## src/core/psal_pkg.sv

```systemverilog
// shared constants for the status and alarm logic
package psal_pkg;
    localparam int  CLK_MHZ           = 250;
    localparam int  PULSE_PERIOD_US   = 1000;
    localparam int  PULSE_CYCLES      = PULSE_PERIOD_US * CLK_MHZ;
    localparam int  HALF_CYCLES       = PULSE_CYCLES / 2;
    localparam int  BLINK_PERIOD_MS   = 500;
    localparam int  BLINK_HALF_CYCLES = BLINK_PERIOD_MS * 1000 * CLK_MHZ / 2;
    localparam int  ADDR_W            = 4;
    localparam int  STICKY_W          = 12;
    // sticky bit positions
    localparam int  ST_OV      = 0;
    localparam int  ST_UV      = 1;
    localparam int  ST_OC      = 2;
    localparam int  ST_FAN     = 3;
    localparam int  ST_INPUT   = 4;
    localparam int  ST_UNKNOWN = 5;
    localparam int  ST_CML     = 6;
    localparam int  ST_INTEXT  = 7;
    localparam int  ST_SHUTDN  = 8;
    localparam int  ST_ORPASS  = 9;
    localparam int  ST_ORFAIL  = 10;
    localparam int  ST_OT      = 11;
    localparam logic [11:0] STICKY_RST = 12'h000;
    localparam logic [1:0]  RESP_RST   = 2'h0;
    typedef enum logic [1:0] {PSAL_PROTO_PMBUS, PSAL_PROTO_OTHER} psal_proto_t;
endpackage

```

## src/core/psal_tick_if.sv

```systemverilog
// blink and pulse timing signals shared between modules
`timescale 1ns/1ns
`default_nettype none
interface psal_tick_if;
    logic pulse_phase;
    logic blink_phase;
    modport src (output pulse_phase, output blink_phase);
    modport dst (input pulse_phase, input blink_phase);
endinterface
`default_nettype wire

```

## src/core/psal_timer.sv

```systemverilog
// square-wave phase generator for pulse and blink
`timescale 1ns/1ns
`default_nettype none
module psal_timer #(
    parameter int PULSE_HALF = psal_pkg::HALF_CYCLES,
    parameter int BLINK_HALF = psal_pkg::BLINK_HALF_CYCLES
) (
    // clock and reset
    input  wire logic   clk,
    input  wire logic   reset,
    // phases
    psal_tick_if.src    tk
);
    logic [31:0] pcnt_ff, nxt_pcnt;
    logic [31:0] bcnt_ff, nxt_bcnt;
    logic        pph_ff,  nxt_pph;
    logic        bph_ff,  nxt_bph;

    always_comb begin
        nxt_pcnt = pcnt_ff + 32'h1;
        nxt_pph  = pph_ff;
        if (pcnt_ff >= 32'(PULSE_HALF - 1)) begin
            nxt_pcnt = 32'h0;
            nxt_pph  = ~pph_ff;
        end
        nxt_bcnt = bcnt_ff + 32'h1;
        nxt_bph  = bph_ff;
        if (bcnt_ff >= 32'(BLINK_HALF - 1)) begin
            nxt_bcnt = 32'h0;
            nxt_bph  = ~bph_ff;
        end
    end

    always_ff @(posedge clk) begin
        if (reset) begin
            pcnt_ff <= 32'h0;
            bcnt_ff <= 32'h0;
            pph_ff  <= 1'b0;
            bph_ff  <= 1'b0;
        end else begin
            pcnt_ff <= nxt_pcnt;
            bcnt_ff <= nxt_bcnt;
            pph_ff  <= nxt_pph;
            bph_ff  <= nxt_bph;
        end
    end

    assign tk.pulse_phase = pph_ff;
    assign tk.blink_phase = bph_ff;
endmodule
`default_nettype wire

```

## src/core/psal_sticky.sv

```systemverilog
// sticky status bits with set-over-clear
`timescale 1ns/1ns
`default_nettype none
module psal_sticky #(
    parameter int W = psal_pkg::STICKY_W
) (
    // clock and reset
    input  wire logic         clk,
    input  wire logic         reset,
    // events and clear
    input  wire logic [W-1:0] set_in,
    input  wire logic         clear,
    output logic      [W-1:0] q
);
    logic [W-1:0] st_ff, nxt_st;

    always_comb begin
        nxt_st = (clear ? '0 : st_ff) | set_in;
    end

    always_ff @(posedge clk) begin
        if (reset) begin
            st_ff <= W'(psal_pkg::STICKY_RST);
        end else begin
            st_ff <= nxt_st;
        end
    end

    assign q = st_ff;

    a_sticky_hold: assert property (@(posedge clk) disable iff (reset)
        (!clear && st_ff != '0) |=> ((st_ff & $past(st_ff)) == $past(st_ff)))
        else $error("sticky bit dropped without clear");
    a_sticky_reassert: assert property (@(posedge clk) disable iff (reset)
        (clear && set_in != '0) |=> ((st_ff & $past(set_in)) == $past(set_in)))
        else $error("persisting fault lost at clear");
endmodule
`default_nettype wire

```

## src/core/psal_top.sv

```systemverilog
// status, alarm and indicator logic of the power supply
//
// Contract
// warning low when output loss imminent
// fault output low while fault present
// output on when control tied ground
// open protocol select means PMBus mode
// address low bits from select levels
// warning pulses 1ms period during overload
// two fan faults shut down immediately
// input led steady ok, blink out-of-limits
// sticky bits hold until host clears
// oring test result held until clear
// shutdown status latched until cleared
// warning and fault bits all latch
// response settings change only by command
// persisting fault sets again after clear
// operational status bits track, never latch
// output led steady ok, blink overload
// alert low requests host attention
`timescale 1ns/1ns
`default_nettype none
module psal_top #(
    parameter int PULSE_HALF = psal_pkg::HALF_CYCLES,
    parameter int BLINK_HALF = psal_pkg::BLINK_HALF_CYCLES,
    parameter int AW         = psal_pkg::ADDR_W
) (
    // clock and reset
    input  wire logic          clk,
    input  wire logic          reset,
    // pins from the shelf
    input  wire logic          output_control_n,
    input  wire logic          protocol_open,
    input  wire logic [AW-1:0] unit_address_level,
    input  wire logic [AW-1:0] rack_address_level,
    // internal conditions
    input  wire logic          output_loss_imminent,
    input  wire logic          overload,
    input  wire logic          input_ok,
    input  wire logic          input_present,
    input  wire logic          output_in_reg,
    input  wire logic [1:0]    fan_fault,
    input  wire logic          ov_fault,
    input  wire logic          uv_fault,
    input  wire logic          oc_fault,
    input  wire logic          ot_fault,
    input  wire logic          unknown_fault,
    input  wire logic          cml_error,
    input  wire logic          int_ext_fault,
    input  wire logic          shutdown_req,
    input  wire logic          oring_pass,
    input  wire logic          oring_fail,
    input  wire logic          alert_req,
    // host commands
    input  wire logic          clear_faults,
    input  wire logic          resp_write,
    input  wire logic [1:0]    oc_resp_in,
    input  wire logic [1:0]    ot_resp_in,
    // open-drain alarm pins
    output logic               power_good_warning_n_o,
    output logic               power_good_warning_n_oe,
    output logic               fault_n_o,
    output logic               fault_n_oe,
    output logic               alert_n_o,
    output logic               alert_n_oe,
    // control and status
    output logic               main_output_on,
    output logic               pmbus_mode,
    output logic [AW-1:0]      unit_addr_bits,
    output logic [AW-1:0]      rack_addr_bits,
    output logic               input_led,
    output logic               output_led,
    output logic [11:0]        sticky_status,
    output logic               status_input_ok,
    output logic               status_output_on,
    output logic [1:0]         oc_response,
    output logic [1:0]         ot_response
);
    psal_tick_if tk ();

    psal_timer #(
        .PULSE_HALF (PULSE_HALF),
        .BLINK_HALF (BLINK_HALF)
    ) u_timer (
        .clk   (clk),
        .reset (reset),
        .tk    (tk)
    );

    logic [11:0] set_vec;
    logic [11:0] st_q;
    logic        dual_fan;
    logic        fault_now;
    logic        shut_now;

    assign dual_fan = &fan_fault;
    assign shut_now = shutdown_req | dual_fan | ov_fault;

    always_comb begin
        set_vec = 12'h000;
        set_vec[psal_pkg::ST_OV]      = ov_fault;
        set_vec[psal_pkg::ST_UV]      = uv_fault;
        set_vec[psal_pkg::ST_OC]      = oc_fault;
        set_vec[psal_pkg::ST_FAN]     = |fan_fault;
        set_vec[psal_pkg::ST_INPUT]   = input_present & ~input_ok;
        set_vec[psal_pkg::ST_UNKNOWN] = unknown_fault;
        set_vec[psal_pkg::ST_CML]     = cml_error;
        set_vec[psal_pkg::ST_INTEXT]  = int_ext_fault;
        set_vec[psal_pkg::ST_SHUTDN]  = shut_now;
        set_vec[psal_pkg::ST_ORPASS]  = oring_pass;
        set_vec[psal_pkg::ST_ORFAIL]  = oring_fail;
        set_vec[psal_pkg::ST_OT]      = ot_fault;
    end

    psal_sticky #(
        .W (12)
    ) u_sticky (
        .clk    (clk),
        .reset  (reset),
        .set_in (set_vec),
        .clear  (clear_faults),
        .q      (st_q)
    );

    assign fault_now = ov_fault | dual_fan | ot_fault | int_ext_fault | shutdown_req;

    logic        pgw_ff,  nxt_pgw;
    logic        flt_ff,  nxt_flt;
    logic        alr_ff,  nxt_alr;
    logic        on_ff,   nxt_on;
    logic        pm_ff,   nxt_pm;
    logic [AW-1:0] ua_ff, nxt_ua;
    logic [AW-1:0] ra_ff, nxt_ra;
    logic        iled_ff, nxt_iled;
    logic        oled_ff, nxt_oled;
    logic [11:0] sst_ff,  nxt_sst;
    logic        sin_ff,  nxt_sin;
    logic        son_ff,  nxt_son;
    logic [1:0]  ocr_ff,  nxt_ocr;
    logic [1:0]  otr_ff,  nxt_otr;

    always_comb begin
        // alarm registers hold the pin drive enables, so the pins come from flops
        nxt_pgw = 1'b0;
        if (overload) begin
            nxt_pgw = ~tk.pulse_phase;
        end else if (output_loss_imminent || shut_now) begin
            nxt_pgw = 1'b1;
        end
        nxt_flt  = fault_now;
        nxt_alr  = alert_req | (|st_q);
        nxt_on   = ~output_control_n & ~shut_now;
        nxt_pm   = protocol_open;
        nxt_ua   = unit_address_level;
        nxt_ra   = rack_address_level;
        nxt_iled = input_ok | (input_present & tk.blink_phase);
        nxt_oled = overload ? tk.blink_phase : output_in_reg;
        nxt_sst  = st_q;
        nxt_sin  = input_ok;
        nxt_son  = ~output_control_n & ~shut_now;
        nxt_ocr  = resp_write ? oc_resp_in : ocr_ff;
        nxt_otr  = resp_write ? ot_resp_in : otr_ff;
    end

    always_ff @(posedge clk) begin
        if (reset) begin
            pgw_ff  <= 1'b0;
            flt_ff  <= 1'b0;
            alr_ff  <= 1'b0;
            on_ff   <= 1'b0;
            pm_ff   <= 1'b1;
            ua_ff   <= '0;
            ra_ff   <= '0;
            iled_ff <= 1'b0;
            oled_ff <= 1'b0;
            sst_ff  <= psal_pkg::STICKY_RST;
            sin_ff  <= 1'b0;
            son_ff  <= 1'b0;
            ocr_ff  <= psal_pkg::RESP_RST;
            otr_ff  <= psal_pkg::RESP_RST;
        end else begin
            pgw_ff  <= nxt_pgw;
            flt_ff  <= nxt_flt;
            alr_ff  <= nxt_alr;
            on_ff   <= nxt_on;
            pm_ff   <= nxt_pm;
            ua_ff   <= nxt_ua;
            ra_ff   <= nxt_ra;
            iled_ff <= nxt_iled;
            oled_ff <= nxt_oled;
            sst_ff  <= nxt_sst;
            sin_ff  <= nxt_sin;
            son_ff  <= nxt_son;
            ocr_ff  <= nxt_ocr;
            otr_ff  <= nxt_otr;
        end
    end

    // open drain: output fixed low, enable drives the pin low
    assign power_good_warning_n_o  = 1'b0;
    assign power_good_warning_n_oe = pgw_ff;
    assign fault_n_o               = 1'b0;
    assign fault_n_oe              = flt_ff;
    assign alert_n_o               = 1'b0;
    assign alert_n_oe              = alr_ff;
    assign main_output_on          = on_ff;
    assign pmbus_mode              = pm_ff;
    assign unit_addr_bits          = ua_ff;
    assign rack_addr_bits          = ra_ff;
    assign input_led               = iled_ff;
    assign output_led              = oled_ff;
    assign sticky_status           = sst_ff;
    assign status_input_ok         = sin_ff;
    assign status_output_on        = son_ff;
    assign oc_response             = ocr_ff;
    assign ot_response             = otr_ff;

    a_fault_pin: assert property (@(posedge clk) disable iff (reset)
        fault_now |=> fault_n_oe)
        else $error("fault pin not driven low");

    a_fault_idle: assert property (@(posedge clk) disable iff (reset)
        !fault_now |=> !fault_n_oe)
        else $error("fault pin driven without fault");

    a_warn_idle: assert property (@(posedge clk) disable iff (reset)
        (!overload && !output_loss_imminent && !shut_now) |=> !power_good_warning_n_oe)
        else $error("warning driven without cause");

    a_warn_loss: assert property (@(posedge clk) disable iff (reset)
        (!overload && output_loss_imminent) |=> power_good_warning_n_oe)
        else $error("warning not asserted on imminent loss");

    a_warn_pulse: assert property (@(posedge clk) disable iff (reset)
        overload |=> (power_good_warning_n_oe == !$past(tk.pulse_phase)))
        else $error("warning not following overload pulse");

    a_dual_fan: assert property (@(posedge clk) disable iff (reset)
        (&fan_fault) |=> !main_output_on)
        else $error("output on with two fans failed");

    a_shut_off: assert property (@(posedge clk) disable iff (reset)
        shut_now |=> !main_output_on)
        else $error("output on during shutdown");

    a_output_ctl: assert property (@(posedge clk) disable iff (reset)
        (!output_control_n && !shut_now) |=> main_output_on)
        else $error("output not on with control grounded");

    a_proto_sel: assert property (@(posedge clk) disable iff (reset)
        1'b1 |=> (pmbus_mode == $past(protocol_open)))
        else $error("protocol mode mismatch");

    a_addr_unit: assert property (@(posedge clk) disable iff (reset)
        1'b1 |=> (unit_addr_bits == $past(unit_address_level)))
        else $error("unit address bits mismatch");

    a_addr_rack: assert property (@(posedge clk) disable iff (reset)
        1'b1 |=> (rack_addr_bits == $past(rack_address_level)))
        else $error("rack address bits mismatch");

    a_shut_status: assert property (@(posedge clk) disable iff (reset)
        shut_now |=> st_q[psal_pkg::ST_SHUTDN])
        else $error("shutdown status not latched");

    a_status_copy: assert property (@(posedge clk) disable iff (reset)
        1'b1 |=> (sticky_status == $past(st_q)))
        else $error("status copy lags");

    a_resp_keep: assert property (@(posedge clk) disable iff (reset)
        (!resp_write ##1 1'b1) |-> $stable(oc_response) && $stable(ot_response))
        else $error("response setting changed without command");

    a_resp_load: assert property (@(posedge clk) disable iff (reset)
        resp_write |=> (oc_response == $past(oc_resp_in)) && (ot_response == $past(ot_resp_in)))
        else $error("response setting not loaded");

    a_status_track: assert property (@(posedge clk) disable iff (reset)
        (!input_ok ##1 1'b1) |-> !status_input_ok)
        else $error("operational status latched");

    a_status_on: assert property (@(posedge clk) disable iff (reset)
        (!output_control_n && !shut_now) |=> status_output_on)
        else $error("output status not tracking");

    a_alert_pin: assert property (@(posedge clk) disable iff (reset)
        alert_req |=> alert_n_oe)
        else $error("alert not asserted");

    a_alert_sticky: assert property (@(posedge clk) disable iff (reset)
        (st_q != '0) |=> alert_n_oe)
        else $error("alert not asserted on latched status");

    a_alert_idle: assert property (@(posedge clk) disable iff (reset)
        (!alert_req && st_q == '0) |=> !alert_n_oe)
        else $error("alert driven without cause");

    a_input_led: assert property (@(posedge clk) disable iff (reset)
        input_ok |=> input_led)
        else $error("input led not steady");

    a_input_blink: assert property (@(posedge clk) disable iff (reset)
        (!input_ok && input_present) |=> (input_led == $past(tk.blink_phase)))
        else $error("input led not blinking");

    a_output_led: assert property (@(posedge clk) disable iff (reset)
        !overload |=> (output_led == $past(output_in_reg)))
        else $error("output led not tracking regulation");

    a_overload_led: assert property (@(posedge clk) disable iff (reset)
        overload |=> (output_led == $past(tk.blink_phase)))
        else $error("output led not blinking in overload");
endmodule
`default_nettype wire

```

## config.mk

```make
export PLATFORM = sky130hd
export DESIGN_NAME = psal_top
export DESIGN_NICKNAME = d
export VERILOG_FILES = /design/src/core/psal_pkg.sv /design/src/core/psal_tick_if.sv /design/src/core/psal_timer.sv /design/src/core/psal_sticky.sv /design/src/core/psal_top.sv
export SDC_FILE = /design/constraint.sdc
export NUM_CORES = 1
export LEC_CHECK = 0
export BUFFER_PORTS_ARGS = -buffer_cell sky130_fd_sc_hd__buf_2
export CORE_MARGIN = 1.5
export CORE_UTILIZATION = 45
export CTS_CLUSTER_DIAMETER = 50
export CTS_CLUSTER_SIZE = 8
export DETAILED_ROUTE_END_ITERATION = 8
export GPL_TIMING_DRIVEN = 1
export PLACE_DENSITY_LB_ADDON = 0.1
export SLEW_MARGIN = 25
export SYNTH_ARGS = -nofsm -noshare
export SYNTH_HDL_FRONTEND = slang
export SYNTH_SLANG_ARGS = --single-unit
```

## constraint.sdc

```tcl
create_clock -name clk -period 2.7 [get_ports clk]
set_input_delay 0.27 -clock clk [delete_from_list [all_inputs] [get_ports clk]]
set_output_delay 0.27 -clock clk [all_outputs]
set_load 0.1 [all_outputs]
```

### Yosys cells after proc, flatten, opt, wreduce, memory -nomap -nowiden

Index checks and enable logic that the tools add are counted.

| operators by class | value |
|---|---|
| reductions and logical operators | 6 |
| multiplexer cells | 4 |
| add/subtract/negate cells | 2 |
| bitwise gates (word level) | 17 |
| order comparisons | 2 |

Operators by type and width:

| operator | number |
|---|---|
| $add 32x1->32 const B | 2 |
| $ge 32x17->1 const B | 1 |
| $ge 32x26->1 const B | 1 |
| $mux 12 | 1 |
| $or 12x12->12 | 1 |
| $reduce_or 12->1 | 1 |
| $or 1x1->1 | 8 |
| $reduce_or 2->1 | 3 |
| $not 1->1 | 5 |
| $and 1x1->1 | 3 |
| $mux 1 | 3 |
| $reduce_and 2->1 | 1 |
| $logic_or 1x1->1 | 1 |

| word-level totals | value |
|---|---|
| flip-flop bits (word level) | 110 |
| bits of input ports | 36 |

### Longest topological paths before layout

| logic depth | value |
|---|---|
| depth after elaboration | 6 |
| gate-level depth with buffers | 8 |

### Hierarchy

A second synthesis with hierarchy kept.

| unflattened totals | value |
|---|---|
| cells, all modules | 401 |
| area, all modules | 4,026.4 µm² |

Modules (own cells, without submodules):

| module | sequential area each (µm²) | instances | cells each | area each (µm²) |
|---|---|---|---|---|
| psal_timer | 1,321.3 | 1 | 262 | 2,571.2 |
| psal_top | 640.6 | 1 | 89 | 1,007.2 |
| psal_sticky | 240.2 | 1 | 50 | 447.9 |

### Worst setup path after synthesis

OpenSTA, ideal clock, no wires.

| path | value |
|---|---|
| kind | reg2reg |
| start | register u_timer.pcnt_ff[21] |
| end | register u_timer.pcnt_ff[10] |
| cell stages (with the launch flop) | 8 |
| path slack | 0.748 ns |
| data required time | 2.636 ns |
| arrival time | 1.888 ns |
| path through | dfxtp_1 -> or4_1 -> nor4_2 -> nand3_1 -> or4_1 -> buf_6 -> buf_8 -> nor2_1 |

| on the way | value |
|---|---|
| longest elaborated chain between the ends | 2 |

Ends and longest elaborated chain:

| what | RTL line | text |
|---|---|---|
| from (decl) | psal_timer.sv:14 | `logic [31:0] pcnt_ff, nxt_pcnt;` |
| from (signal assigned) | psal_timer.sv:41 | `pcnt_ff <= nxt_pcnt;` |
| $ge 32x17->1 | psal_timer.sv:22 | `if (pcnt_ff >= 32'(PULSE_HALF - 1)) begin` |
| $reduce_or 2->1 (no source line) | - |  |

No other way between the ends.
A chain may end at the register's enable or synchronous reset.

### Worst setup path after layout

| path | value |
|---|---|
| start | register u_timer.pcnt_ff[0] |
| end | register u_timer.pcnt_ff[14] |

| on the way | value |
|---|---|
| longest elaborated chain between the ends | 2 |
| elaborated cells between the ends (all ways) | 3 |
| those cells by class | add/sub: 1; order compare: 1; reduce/logical: 1 |

Ends and longest elaborated chain:

| what | RTL line |
|---|---|
| $ge 32x17->1 | psal_timer.sv:22 |
| $reduce_or 2->1 (no source line) | - |

Several ways; a longest one is shown, not always the timed one.

==> results.cfg <==
[outcome]
outcome = finished, final reports clean

[clock_network]
clock_latency_ns = 0.36
cts_tree = built
cts.repair.resized = 0
cts_root_buffer = clkbuf_8
clock-sinks = 110
htreeDepth = 3
cts-hold-fix-buffers = 0
path_clk_slew_ns = 0.11
post_cts_buffers = 0
cts_inserted_buffers = 9
ctsLongestPathBuffers = 2

[synth]
synth.yosys.seq_area_share_pct = 57.9
post_synth_xor_area_fraction_pct = 8.75
synth_largest_type_area_fraction_pct = 57.9
synth_commonest_cells = 110 x dfxtp_1, 76 x nor2_1, 21 x nor2b_1
dominant_combinational_cell_family_by_area_after_synthesis = simple AND/OR/NAND/NOR gates
dominantRegCellSynth = dfxtp_1
synth-compound-area-share_pct = 4.64
asyncSetResetFlopFracSynth_pct = 0
yosysMostFrequentCell = dfxtp_1
postSynthAreaPerCell_um2 = 9.77
ys_warn_count = 0
synth.area.top_cells = dfxtp_1 58%, nor2_1 7.5%, xnor2_1 4.4%
syn-instance-count = 389
synth_adder_area_share_pct = 0.658
postSynthRegisterBits = 110
netlist-cell-type-count = 41
post_synth_mux_area_share_pct = 1.32
cell_accounting_for_the_most_synthesized_area = dfxtp_1
synth_edf_count = 0
post_synth_instance_area_um2 = 3800
synthSimpleGateAreaFrac_pct = 23.3

[cells_and_area]
finish.instance_area_um2 = 4510
layout.core_utilization_pct = 54.8
fin_nets = 514
area.growth.synth_to_final_pct = 18.5
diodes = 0
drive_above_1_share_pct = 18.9
fill_cells = 764

[floorplan]
starting_density_of_the_core_pct = 46.3
die-area_um2 = 9010
core_area_um2 = 8220
rows = 33
pin_count = 72
die_y_um = 94.9
floorplan.die.width_um = 94.9

[global_routing]
grt_start_max_net_pins = 47
global_route.usage.total_pct = 15.7
grt_first_pass_wirelength_um = 10900
antenna_found_initial = 0
vias_in_the_first_global_route = 2426
grt_overflow_total = 0

[critical_path]
cp.arrival_ns = 2.50
r2r.worst_path.cells = 6
worstSetupEndpoint = u_timer.pcnt_ff[14]
r2r-end = u_timer.pcnt_ff[14]
timing_worst_setup_path_type = flip-flop to flip-flop
regToRegStartpoint = u_timer.pcnt_ff[0]
timing.critical_path.to_type = flip-flop
timing.critical_path.from_type = flip-flop
critical_path_required_ns = 2.99
register_to_register_path_setup_slack_ns = 0.49
worstPathMaxFanout = 17
worst_setup_path_startpoint = u_timer.pcnt_ff[0]

[routing]
drt.antenna.violating_nets = 0
dr.pass1.iters = 4
initialDrtViolationCount = 84
postRouteWirelength_um = 6610
drt_drc_violations_left = 0
wire_per_inst_um = 11.3
vias_per_cell = 4.69
vias = 2746

[job]
cap_violations = 0

[timing]
finalClockSkew_ns = 0.0113
relSlewSlack_pct = 55.1
fin_worst_hold_slack_ns = 0.0530
setup_violations = 0
setup_tns_final_ns = 0
final.period_utilization_pct = 81.9
grt_setup_unrepaired = false
timing_worst_slew_pin_value_ns = 0.670
slew_viol_final = 0
final_period_minus_worst_setup_slack_ns = 2.21
final_hold_violating_endpoints = 0
fmax_mhz = 452

[placed_design]
dpl-instance-area_um2 = 4280
gp_routability_congestion = 0.769
detailed_place_hpwl_um = 4690
io_buffer_count = 68

[pwr]
ir_drop_mv = 0.297
leakage_nw = 1.77
total_power_mw = 3.11
power_density_nw_per_um2 = 691

[min_path]
hold_class = input port to flip-flop
-- where the power goes --
group,switching (mW),internal (mW),total (mW)
Combinational,0.258,0.0616,0.320
Sequential,0.0212,1.68,1.70
Clock,0.557,0.537,1.09
Total,0.837,2.28,3.11
-- placed cells by master, fill, tap and decap left out, types with 3 or more instances in the layout --
cell type,instances
dfxtp_1,110
or4_1,5
mux2i_1,5
xor2_1,19
nor4_1,11
inv_1,7
nor2_1,76
nor3_1,12
xnor2_1,19
buf_2,68
nand4_1,7
nand2_1,17
clkbuf_8,9
and3_1,4
nand3_1,19
nor2b_1,21
conb_1,24
a21oi_1,13
a211oi_1,3
-- through the flow --
step           std cells  worst slack [ns]
3_5_place_dp         570             0.503
2_1_floorplan        412             0.748
3_3_place_gp         570             0.546
6_report             586             0.489
4_1_cts              586             0.462
5_1_grt              586             0.326
-- flip-flops by register name, summed over array words and instances (netlist names) --
register and cells:
u_timer.bcnt_ff 32, u_timer.pcnt_ff 32, sticky_status 12, u_sticky.q 12, rack_addr_bits 4, unit_addr_bits 4
oc_response 2, ot_response 2, alert_n_oe 1, fault_n_oe 1, input_led 1, output_led 1
pmbus_mode 1, power_good_warning_n_oe 1, status_input_ok 1, status_output_on 1, u_timer.tk.blink_phase 1, u_timer.tk.pulse_phase 1
-- layer usage --
| layer | up-vias | track usage, % | share of wire, % |
|---|---|---|---|
| met2 | 66 | 24.6 | 44 |
| met4 | 0 | 7.09 | 1.6 |
| li1 | 1456 | - | - |
| met3 | 8 | 4.51 | 6.2 |
| met5 | - | 0 | 0 |
| met1 | 1216 | 20.1 | 48 |
-- kinds of logic after synthesis --
| kind of cell | after synthesis |
|---|---|
| buf+inv | 24 |
| other cells | 1 |
| xor+xnor | 38 |
| simple gates | 182 |
| compound gates | 27 |
| mux | 5 |
| fa+ha+maj | 2 |
| flops | 110 |
-- area by class of cell --
class | instances | area [um2] | share of cell area, %
Multi-Input combinational cell | 278 | 1560 | 34.7
Inverter | 7 | 26.3 | 0.583
Sequential cell | 110 | 2200 | 48.9
Clock inverter | 7 | 105 | 2.33
Clock buffer | 9 | 124 | 2.75
Tap cell | 105 | 131 | 2.92
Timing Repair Buffer | 70 | 355 | 7.89
-- worst min-delay path by stage --
| stage | start | slack [ns] | cells past startpoint | endpoint |
|---|---|---|---|---|
| floorplan | output_control_n | 0.35 | 1 | status_output_on |
| global placement | u_timer.pcnt_ff[0] | 0.43 | 1 | u_timer.pcnt_ff[0] |
| detailed placement | output_control_n | 0.44 | 2 | status_output_on |
| CTS | output_control_n | 0.03 | 2 | status_output_on |
| global route | output_control_n | 0.04 | 2 | status_output_on |
| finish | output_control_n | 0.05 | 2 | status_output_on |
-- critical path, stage by stage (launching register included) --
cell and delay, ns:
dfxtp_1 0.34, ha_1 0.24, a211o_1 0.26, o21ai_0 0.15, a21oi_1 0.13, or4_1 0.81, nor2_1 0.19
(Power assumes the default switching activity.)
